--- src/design/power_seq_defines.svh ---
// constants for the power-on and boot-select block
// assumes a 100 MHz clock and inputs asynchronous to it
`ifndef POWER_SEQ_DEFINES_SVH
`define POWER_SEQ_DEFINES_SVH
`define CLK_PERIOD_NS 10
`define SEQ_STEP_US 10
`define SEQ_STEP_CYCLES ((`SEQ_STEP_US * 1000) / `CLK_PERIOD_NS)
`define SEQ_STEPS 4
`define SYNC_STAGES 2
`define SYNC_RST_LEVELS 4'h4
`define STRAP_BOOT_MODULE 2'h0
`define STRAP_BOOT_CARRIER 2'h1
`endif

--- src/design/power_seq_pkg.sv ---
// types for the power-on and boot-select block
// used by the sequencer; the synchroniser does not import it
package power_seq_pkg;
   typedef enum logic [2:0] {st_off, st_wait_good, st_ramp, st_on, st_ramp_down} seq_state_t;
   typedef enum logic [1:0] {boot_module, boot_carrier, boot_invalid} boot_src_t;
endpackage

--- src/design/sync_bits.sv ---
// multi-bit two-flop synchroniser, reset to a given level
// assumes each bit is an independent level
`timescale 1ns/1ps
`default_nettype none
module sync_bits #(
   parameter int W = 4,
   parameter logic [W-1:0] RST_VAL = '0
) (
   input wire logic clk, // clock
   input wire logic rst_n, // async reset, active low
   input wire logic [W-1:0] d, // asynchronous levels
   output logic [W-1:0] q // synchronised levels
);
   logic [W-1:0] meta_ff;
   always_ff @(posedge clk or negedge rst_n) begin
      if (!rst_n) begin
         meta_ff <= RST_VAL;
         q <= RST_VAL;
      end else begin
         meta_ff <= d;
         q <= meta_ff;
      end
   end
endmodule
`default_nettype wire

--- src/design/power_seq.sv ---
// power-on sequencer with button toggle and boot source select
// assumes carrier holds power good low until rails are stable
`timescale 1ns/1ps
`default_nettype none
`include "power_seq_defines.svh"
module power_seq
   import power_seq_pkg::*;
(
   input wire logic clk, // 100 MHz clock
   input wire logic rst_n, // async reset, active low
   input wire logic power_good_in, // carrier power good, high = ok
   input wire logic power_button_n, // debounced button, active low
   input wire logic boot_disable_low_n, // boot strap low bit
   input wire logic boot_disable_high_n, // boot strap high bit
   output logic sleep_main_supply_off_n, // low = main supply off
   output logic rails_enable, // onboard rails sequencing enable
   output logic power_on_done, // sequencing finished, running
   output logic boot_from_carrier, // select carrier flash
   output logic boot_strap_invalid // unsupported strap pattern
);
   localparam int CW = 20;
   localparam logic [CW-1:0] STEP_LAST = CW'(`SEQ_STEP_CYCLES - 1);
   localparam logic [2:0] STEPS_LAST = 3'(`SEQ_STEPS - 1);

   logic [3:0] sync_q;
   logic good_s, btn_n_s, dis_lo_s, dis_hi_s;
   seq_state_t state_ff, nxt_state;
   logic [CW-1:0] tick_ff, nxt_tick;
   logic [2:0] step_ff, nxt_step;
   logic btn_prev_ff, want_on_ff, nxt_want_on;
   logic sleep_n_ff, rails_ff, done_ff, carrier_ff, invalid_ff;

   sync_bits #(.W(4), .RST_VAL(`SYNC_RST_LEVELS)) u_sync (
      .clk(clk),
      .rst_n(rst_n),
      .d({power_good_in, power_button_n, boot_disable_low_n, boot_disable_high_n}),
      .q(sync_q)
   );
   // reset levels: power bad, button idle, straps at module default
   assign good_s = sync_q[3];
   assign btn_n_s = sync_q[2];
   assign dis_lo_s = sync_q[1];
   assign dis_hi_s = sync_q[0];

   function automatic boot_src_t decode_boot(input logic hi, input logic lo);
      case ({hi, lo})
         `STRAP_BOOT_MODULE: decode_boot = boot_module;
         `STRAP_BOOT_CARRIER: decode_boot = boot_carrier;
         default: decode_boot = boot_invalid;
      endcase
   endfunction

   wire btn_press = btn_prev_ff & ~btn_n_s;
   wire tick_done = (tick_ff == STEP_LAST);
   wire step_done = tick_done && (step_ff == STEPS_LAST);
   wire boot_src_t boot_sel = decode_boot(dis_hi_s, dis_lo_s);

   // button toggles the operator request; drops with power good
   always_comb begin
      nxt_want_on = want_on_ff;
      if (!good_s) begin
         nxt_want_on = 1'h0;
      end else if (btn_press) begin
         nxt_want_on = ~want_on_ff;
      end
   end

   always_comb begin
      nxt_state = state_ff;
      nxt_tick = tick_ff;
      nxt_step = step_ff;
      case (state_ff)
         st_off: begin
            nxt_tick = '0;
            nxt_step = '0;
            if (good_s) begin
               nxt_state = st_wait_good;
            end
         end
         st_wait_good: begin
            if (!good_s) begin
               nxt_state = st_off;
            end else if (want_on_ff) begin
               nxt_state = st_ramp;
            end
         end
         st_ramp: begin
            nxt_tick = tick_done ? '0 : tick_ff + CW'(1);
            if (tick_done) begin
               nxt_step = step_ff + 3'h1;
            end
            if (!good_s) begin
               nxt_state = st_off;
            end else if (!want_on_ff) begin
               nxt_state = st_ramp_down;
               nxt_tick = '0;
               nxt_step = '0;
            end else if (step_done) begin
               nxt_state = st_on;
            end
         end
         st_on: begin
            nxt_tick = '0;
            nxt_step = '0;
            if (!good_s) begin
               nxt_state = st_off;
            end else if (!want_on_ff) begin
               nxt_state = st_ramp_down;
            end
         end
         st_ramp_down: begin
            nxt_tick = tick_done ? '0 : tick_ff + CW'(1);
            if (!good_s) begin
               nxt_state = st_off;
            end else if (tick_done) begin
               nxt_state = st_wait_good;
            end
         end
         default: begin
            nxt_state = st_off;
         end
      endcase
   end

   wire nxt_main_on = (nxt_state == st_ramp) || (nxt_state == st_on);
   // rails follow the supply but drop at once with power good
   wire nxt_rails = nxt_main_on && good_s;
   wire nxt_done = (nxt_state == st_on);
   // straps only taken while off, so a running boot never sees them change
   wire strap_open = (state_ff == st_off) || (state_ff == st_wait_good);
   wire boot_is_carrier = (boot_sel == boot_carrier);
   wire boot_is_invalid = (boot_sel == boot_invalid);

   always_ff @(posedge clk or negedge rst_n) begin
      if (!rst_n) begin
         state_ff <= st_off;
      end else begin
         state_ff <= nxt_state;
      end
   end

   always_ff @(posedge clk or negedge rst_n) begin
      if (!rst_n) begin
         tick_ff <= '0;
      end else begin
         tick_ff <= nxt_tick;
      end
   end

   always_ff @(posedge clk or negedge rst_n) begin
      if (!rst_n) begin
         step_ff <= '0;
      end else begin
         step_ff <= nxt_step;
      end
   end

   // idle level after reset, so no false press follows reset
   always_ff @(posedge clk or negedge rst_n) begin
      if (!rst_n) begin
         btn_prev_ff <= 1'h1;
      end else begin
         btn_prev_ff <= btn_n_s;
      end
   end

   always_ff @(posedge clk or negedge rst_n) begin
      if (!rst_n) begin
         want_on_ff <= 1'h0;
      end else begin
         want_on_ff <= nxt_want_on;
      end
   end

   always_ff @(posedge clk or negedge rst_n) begin
      if (!rst_n) begin
         sleep_n_ff <= 1'h0;
      end else begin
         sleep_n_ff <= nxt_main_on;
      end
   end

   always_ff @(posedge clk or negedge rst_n) begin
      if (!rst_n) begin
         rails_ff <= 1'h0;
      end else begin
         rails_ff <= nxt_rails;
      end
   end

   always_ff @(posedge clk or negedge rst_n) begin
      if (!rst_n) begin
         done_ff <= 1'h0;
      end else begin
         done_ff <= nxt_done;
      end
   end

   always_ff @(posedge clk or negedge rst_n) begin
      if (!rst_n) begin
         carrier_ff <= 1'h0;
      end else if (strap_open) begin
         carrier_ff <= boot_is_carrier;
      end
   end

   always_ff @(posedge clk or negedge rst_n) begin
      if (!rst_n) begin
         invalid_ff <= 1'h0;
      end else if (strap_open) begin
         invalid_ff <= boot_is_invalid;
      end
   end

   assign sleep_main_supply_off_n = sleep_n_ff;
   assign rails_enable = rails_ff;
   assign power_on_done = done_ff;
   assign boot_from_carrier = carrier_ff;
   assign boot_strap_invalid = invalid_ff;
endmodule
`default_nettype wire

--- config.mk ---
export PLATFORM = sky130hd
export DESIGN_NAME = power_seq
export DESIGN_NICKNAME = d
export VERILOG_FILES = /design/src/design/power_seq_pkg.sv /design/src/design/sync_bits.sv /design/src/design/power_seq.sv
export VERILOG_INCLUDE_DIRS = /design/src /design/src/design
export SDC_FILE = /design/constraint.sdc
export NUM_CORES = 1
export LEC_CHECK = 0
export ABC_AREA = 1
export BUFFER_PORTS_ARGS = -buffer_cell sky130_fd_sc_hd__buf_2
export CORE_ASPECT_RATIO = 0.75
export CORE_UTILIZATION = 55
export CTS_CLUSTER_DIAMETER = 150
export DETAILED_ROUTE_END_ITERATION = 7
export HOLD_SLACK_MARGIN = 0.08
export PLACE_DENSITY = 0.78
export SYNTH_ARGS = -nofsm -noshare
export SYNTH_HDL_FRONTEND = slang
export SYNTH_SLANG_ARGS = --single-unit
--- constraint.sdc ---
create_clock -name clk -period 2.3 [get_ports clk]
set_input_delay 0.23 -clock clk [delete_from_list [all_inputs] [get_ports clk]]
set_output_delay 0.23 -clock clk [all_outputs]
set_load 0.01 [all_outputs]
==> impl_metrics.csv, run 1 <==
group,metric,value,unit
worst_setup_path,crit_path_start_kind,"flop",
run_status,outcome,"complete, no violations",
floorplan,start_util,0.602,
timing,worstMarginPinSlew,867,ps
global_route,grt_pass1_wl,6.83,mm
place,place.port_buffers,10,
timing,fin_worst_skew,6.67,ps
timing,post-route-period-util,0.711,
pwr,switching_share,0.273,
logic_synthesis,post-synth-top-area-fraction,0.461,
logic_synthesis,postSynthCellCount,263,
pwr,p_seq_frac,0.553,
worst_setup_path,crit_path_end_kind,"flop",
floorplan,std_cell_rows,18,
global_route,gr-total-overflow,0,
worst_setup_path,timing.critical_path.required,2480,ps
timing,fin_tns_setup,0,ps
place,dp.final_hpwl,2.80,mm
detailed_routing,route.detailed.vias_per_inst,4.98,
detailed_routing,drt_pre_antenna_iters,4,
worst_setup_path,crit_arrival,1810,ps
logic_synthesis,synthesis.area,2060,sq um
place,gp_congestion,0.894,
floorplan,floorplan.die_area,4000,sq um
worst_hold_path,hold_path_class,"flop to flop",
pwr,comb_power_share,0.109,
floorplan,fp.coreArea,3420,sq um
floorplan,chipHeight,55.0,um
cts,ctsRootBufferMaster,"clkbuf_8",
worst_setup_path,worstPathMaxFanout,13,
detailed_routing,dr_total_vias,1664,
pwr,power.static_leakage,1.13,nW
global_route,grt_start_max_net_pins,42,
cells_and_area,design.final.nets,292,
pwr,post_layout_power,1.38,mW
worst_setup_path,timing.setup.critical_path_class,"flop to flop",
cts,clock_sinks,41,
logic_synthesis,synth_sequential_area_ratio,0.500,
cts,cts_tree,"yes",
logic_synthesis,syn_avg_cell_area,7.84,sq um
logic_synthesis,synth_seq_cells,41,
detailed_routing,drt_drc_violations_left,0,
logic_synthesis,synthTopCellsByArea,"dfrtp_1, nand2_1, nor2_1",
timing,hold_violations,0,
logic_synthesis,synth_cell_types,29,
cts,worstSkewPairLatency,290,ps
logic_synthesis,yosysWarnings,0,
cts,cts_max_path_buffers,2,
detailed_routing,finalWirelength,3.87,mm
flow_run,drv.max_cap_violation_count,0,
cells_and_area,stdcell_area,2290,sq um
pwr,power.share.clock,0.338,
place,place_area,2150,sq um
pwr,vdd_ir_drop_max,453,uV
pwr,powerDensity,605,nW/um^2
detailed_routing,wl_per_cell,11.6,um
global_route,grtUsageTotal,0.236,
cells_and_area,num_antenna_cells,0,
cells_and_area,num-fill-cells,291,
logic_synthesis,synth_top_cell_by_area,"dfrtp_1",
cts,numCtsBuffers,5,
global_route,number_of_global_route_vias_before_repair,1527,
cts,post_cts_resized,0,
cts,cts_max_level,2,
detailed_routing,detailedRoute.firstIterationViolations,115,
pwr,power_report.internal_total,1.01,mW
timing,post-route-min-period,1640,ps
detailed_routing,drt.antenna.violating_nets,0,
cells_and_area,finalNonFillerCells,334,
timing,final-max-slew-violation-count,0,
cells_and_area,post_route_cells_drive_above_1_share,0.123,
floorplan,io-pin-count,11,
cells_and_area,area_delta_synth_final,11.1,%
floorplan,floorplan.die.width,72.7,um
timing,highest_clock_rate,611,MHz
logic_synthesis,post_synthesis_net_count,272,
cells_and_area,layout.cells.most_common,"nand2_1",
cts,worst_setup_hold_path_clk_slew,80,ps
timing,max_slew_margin_vs_limit,0.422,
cts,post-cts-setup-buffers,0,
place,place.detailed.instances,321,
timing,timing.final.setup_violations,0,
global_route,grt_antenna_before_repair,0,
cells_and_area,layout.cells.most_common_list,"nand2_1, nor2_1, dfrtp_1, inv_1, nand3_1",
timing,rsz_0062_raised_after_global_routing,"no",
pwr,switching_power,0.378,mW
[path summary, 6_finish.rpt]
path | start | to | slack, ps | cells past startpoint
max | tick_ff[1] | tick_ff[10] | 660 | 10
min | u_sync.meta_ff[3] | u_sync.q[3] | 350 | 0
max reg2reg | tick_ff[1] | tick_ff[10] | 660 | 10
min reg2reg | u_sync.meta_ff[3] | u_sync.q[3] | 350 | 0
max in group asynchronous | rst_n | tick_ff[13] | 1150 | 2
min in group asynchronous | rst_n | rails_enable | 600 | 2
[repair_timing]
action                                  4_1_cts  5_1_grt
hold buffers                                  5        0
hold endpoints to repair                      8        0
endpoints found under the setup margin        0        0
[cell type report]
class / count / area [sq um] / area share
Clock buffer: 5 / 68.8 / 0.0301
Clock inverter: 3 / 21.3 / 0.00929
Inverter: 37 / 141 / 0.0618
Multi-Input combinational cell: 183 / 865 / 0.378
Sequential cell: 41 / 1030 / 0.450
Tap cell: 50 / 62.6 / 0.0273
Timing Repair Buffer: 15 / 100 / 0.0437
[worst max-delay path: stages, from the launching register on]
cell and delay (ps):
dfrtp_1 380, ha_1 180, nand2_1 100, inv_1 70
nand2_1 50, nor2_1 140, nand3_2 170, nand2_2 130
nand2_4 90, inv_4 150, nor2_1 70
[synth_stat cells]
library cell  number
nand2_1           71
nor2_1            55
dfrtp_1           38
inv_1             32
nand3_1           15
o21ai_0            8
nand4_1            6
inv_2              4
a2111oi_0          3
dfstp_2            3
ha_1               3
xor2_1             3
a21oi_1            2
nand2_4            2
nor2_2             2
nor2_4             2
o21bai_1           2
a211oi_1           1
a21oi_2            1
a22o_1             1
and2_1             1
buf_6              1
clkbuf_8           1
inv_4              1
nand2_2            1
nand3_2            1
nand3b_1           1
o21ai_1            1
o22ai_1            1
[flip-flops by register name, summed over array words and instances, names as in the netlist]
register                 count
tick_ff                     20
u_sync.meta_ff               4
u_sync.q                     4
state_ff                     3
step_ff                      3
boot_from_carrier            1
boot_strap_invalid           1
btn_prev_ff                  1
power_on_done                1
rails_enable                 1
sleep_main_supply_off_n      1
want_on_ff                   1
[stage by stage]
step	hold slack, ps	setup WS (ps)	util
3_3_place_gp	332	720	0.628
6_report	354	665	0.668
5_1_grt	361	448	0.668
3_5_place_dp	336	695	0.628
4_1_cts	356	671	0.668
2_1_floorplan	-65.6	881	-
[power by group through the flow]
| stage | registers [mW] | logic (mW) | clock network, mW |
|---|---|---|---|
| 2_1_floorplan | 0.780 | 0.107 | 0 |
| 6_report | 0.766 | 0.151 | 0.468 |
| 3_3_place_gp | 0.779 | 0.142 | 0 |
| 3_5_place_dp | 0.780 | 0.145 | 0 |
| 4_1_cts | 0.766 | 0.153 | 0.483 |
| 5_1_grt | 0.770 | 0.173 | 0.519 |
[cell families after synthesis]
logic type,Yosys count,synth area share
AND/OR/NAND/NOR,157,0.327
flip-flops,41,0.500
buffers and inverters,39,0.0808
AO/OA/AOI/OAI,20,0.0619
XOR/XNOR,3,0.0128
adder cells (fa/ha/maj),3,0.0182
[metal layers]
layer,routed length (um),vias up,part of all wire,GRT usage
met2,1650,50,0.43,0.358
met4,41,0,0.011,0.0948
met5,0,-,0,0
met1,1930,742,0.50,0.325
met3,239,7,0.062,0.0652
li1,-,865,-,-
Power figures use the tool's default switching activity.
==> run 2: changes to the inputs <==
Settings changed: CORE_UTILIZATION 55 to 54, PLACE_DENSITY 0.78 to 0.8.
Clock period 2.3 ns to 1.5 ns, I/O delays scaled along.
==> impl_metrics.csv, run 2 (synthesis results as in run 1) <==
group,metric,value,unit
worst_setup_path,timing.setup.critical_path_class,"flop to flop",
worst_setup_path,startpoint,"tick_ff[4]",
cts,cts_tree,"yes",
cells_and_area,share_of_the_core_filled_with_cells_in_the_final_layout,0.707,
global_route,global_route.peak_usage_layer,"met1",
detailed_routing,route.detailed.vias_per_inst,5.18,
floorplan,start_util,0.563,
floorplan,fp.coreArea,3660,sq um
global_route,grt_start_max_net_pins,21,
timing,highest_clock_rate,673,MHz
detailed_routing,wl_per_cell,13.1,um
cells_and_area,design.final.nets,313,
worst_setup_path,worstPathMaxFanout,4,
floorplan,io-pin-count,11,
worst_setup_path,critical_path.reg2reg.endpoint,"tick_ff[17]",
floorplan,chipHeight,55.5,um
run_status,outcome,"complete, no violations",
cells_and_area,largest_registers,"tick_ff (20), u_sync.meta_ff (4), u_sync.q (4)",
worst_setup_path,path_cells,"nand2_1 > nor2_2 > nand3_1 > nor2_1 > nand3_1 > nand2_1 > nor2_1",
timing,max_slew_margin_vs_limit,0.721,
cells_and_area,layout.cells.most_common,"nand2_1",
global_route,gr-total-overflow,0,
global_route,grt_antenna_before_repair,0,
place,gp_congestion,0.974,
worst_hold_path,hold_path_class,"input port to asynchronous set/reset pin",
timing,timing.final.setup_violations,0,
detailed_routing,drt_drc_violations_left,0,
worst_setup_path,crit_path_start_kind,"flop",
detailed_routing,dr_total_vias,1851,
pwr,switching_power,0.621,mW
timing,post-route-min-period,1490,ps
cells_and_area,num_antenna_cells,0,
place,place.port_buffers,10,
detailed_routing,drt.antenna.violating_nets,0,
cells_and_area,area_delta_synth_final,25.6,%
cts,clock_sinks,41,
timing,rsz_0062_raised_after_global_routing,"yes",
cts,worst_setup_hold_path_clk_slew,80,ps
worst_setup_path,critical_path.max_stage_delay,390,ps
cells_and_area,stdcell_area,2590,sq um
cells_and_area,post_route_cells_drive_above_1_share,0.239,
pwr,switching_share,0.244,
pwr,vdd_ir_drop_max,705,uV
pwr,post_layout_power,2.55,mW
global_route,grtUsageMet1,0.370,
timing,hold_violations,0,
timing,fin_worst_skew,3.91,ps
floorplan,floorplan.die_area,4070,sq um
detailed_routing,finalWirelength,4.68,mm
worst_setup_path,critical-path-slowest-cell,"dfrtp_1",
detailed_routing,detailedRoute.firstIterationViolations,195,
place,dp.final_hpwl,3.15,mm
global_route,number_of_global_route_vias_before_repair,1627,
pwr,power.static_leakage,1.27,nW
place,place_area,2260,sq um
cts,cts_max_path_buffers,2,
worst_setup_path,reg2reg_setup_slack,10,ps
timing,final-max-slew-violation-count,0,
floorplan,floorplan.die.width,73.3,um
worst_setup_path,crit_path_end_kind,"flop",
detailed_routing,drt_pre_antenna_iters,5,
cells_and_area,multi_input_comb_area,950,sq um
cells_and_area,num-fill-cells,286,
pwr,p_seq_frac,0.461,
cells_and_area,layout.cells.most_common_list,"nand2_1, nor2_1, dfrtp_1, inv_1, buf_4",
worst_setup_path,timing.reg2reg.worst_path_depth,7,
cts,worstSkewPairLatency,290,ps
cts,numCtsBuffers,5,
global_route,grtUsageMet2,0.336,
timing,post-route-period-util,0.990,
flow_run,drv.max_cap_violation_count,0,
global_route,grtUsageTotal,0.249,
pwr,power_report.internal_total,1.92,mW
timing,fin_ws,14.7,ps
pwr,powerDensity,984,nW/um^2
cells_and_area,final-seq-area,1030,sq um
timing,worstMarginPinSlew,409,ps
cells_and_area,biggest_register,"tick_ff",
worst_setup_path,crit-reg2reg-launch,"tick_ff[4]",
cells_and_area,flip_flop_count_of_the_largest_register_all_copies_and_words_added,20,
global_route,grt_pass1_wl,7.49,mm
place,dp_slack,-90.6,ps
worst_setup_path,crit_arrival,1680,ps
worst_setup_path,timing.critical_path.to,"tick_ff[17]",
pwr,comb_power_share,0.127,
cts,cts_max_level,2,
worst_setup_path,timing.critical_path.required,1690,ps
pwr,power.share.clock,0.412,
cells_and_area,finalNonFillerCells,357,
cts,ctsRootBufferMaster,"clkbuf_8",
place,place.detailed.instances,338,
global_route,grt.met3_usage,0.0839,
floorplan,std_cell_rows,19,
-- run 2: final cells by class --
type	count	area share
sequential	41	0.398
multi-input combinational	183	0.367
timing repair buffer	35	0.0981
inverter	37	0.0565
clock buffer	5	0.0266
clock inverter	3	0.0251
tap	52	0.0251
timing repair inverter	1	0.00338
-- run 2: power groups by stage --
stage | clock, mW | sequential (mW) | combinational, mW
global placement | 0 | 1.19 | 0.258
global route | 1.12 | 1.18 | 0.359
CTS | 1.06 | 1.17 | 0.293
floorplan | 0 | 1.20 | 0.164
finish | 1.05 | 1.17 | 0.323
detailed placement | 0 | 1.19 | 0.265
-- run 2: worst min-delay path by stage --
| stage | startpoint | to | depth (start not counted) |
|---|---|---|---|
| after floorplan | rst_n | boot_from_carrier | 0 |
| after global placement | rst_n | tick_ff[18] | 1 |
| after detailed placement | rst_n | tick_ff[18] | 1 |
| after CTS | rst_n | tick_ff[18] | 2 |
| after global routing | rst_n | tick_ff[18] | 2 |
| final | rst_n | tick_ff[18] | 2 |
-- run 2: layer usage --
layer / wire (um) / up-vias
met5: 0 / -
met4: 126 / 0
met3: 329 / 16
met2: 2040 / 86
met1: 2190 / 843
li1: - / 906
-- run 2: repair_timing --
action,CTS,global route
gates resized for setup,7,22
endpoints found under the setup margin,16,26
hold buffers,5,0
hold endpoints to repair,19,0
pin swaps,3,12
gates cloned,1,0
buffers inserted,1,4
-- run 2: critical path, delay by kind of cell, from the launching register on --
kind             cells  cell delay (ps)
AND/OR/NAND/NOR      7              990
flip-flops           1              390
-- run 2: through the flow --
step	TNS (ps)	hold WS (ps)
after floorplan	0	-146
after global placement	0	125
after detailed placement	-1060	125
after CTS	-4.11	352
after global routing	-1000	347
final	0	326
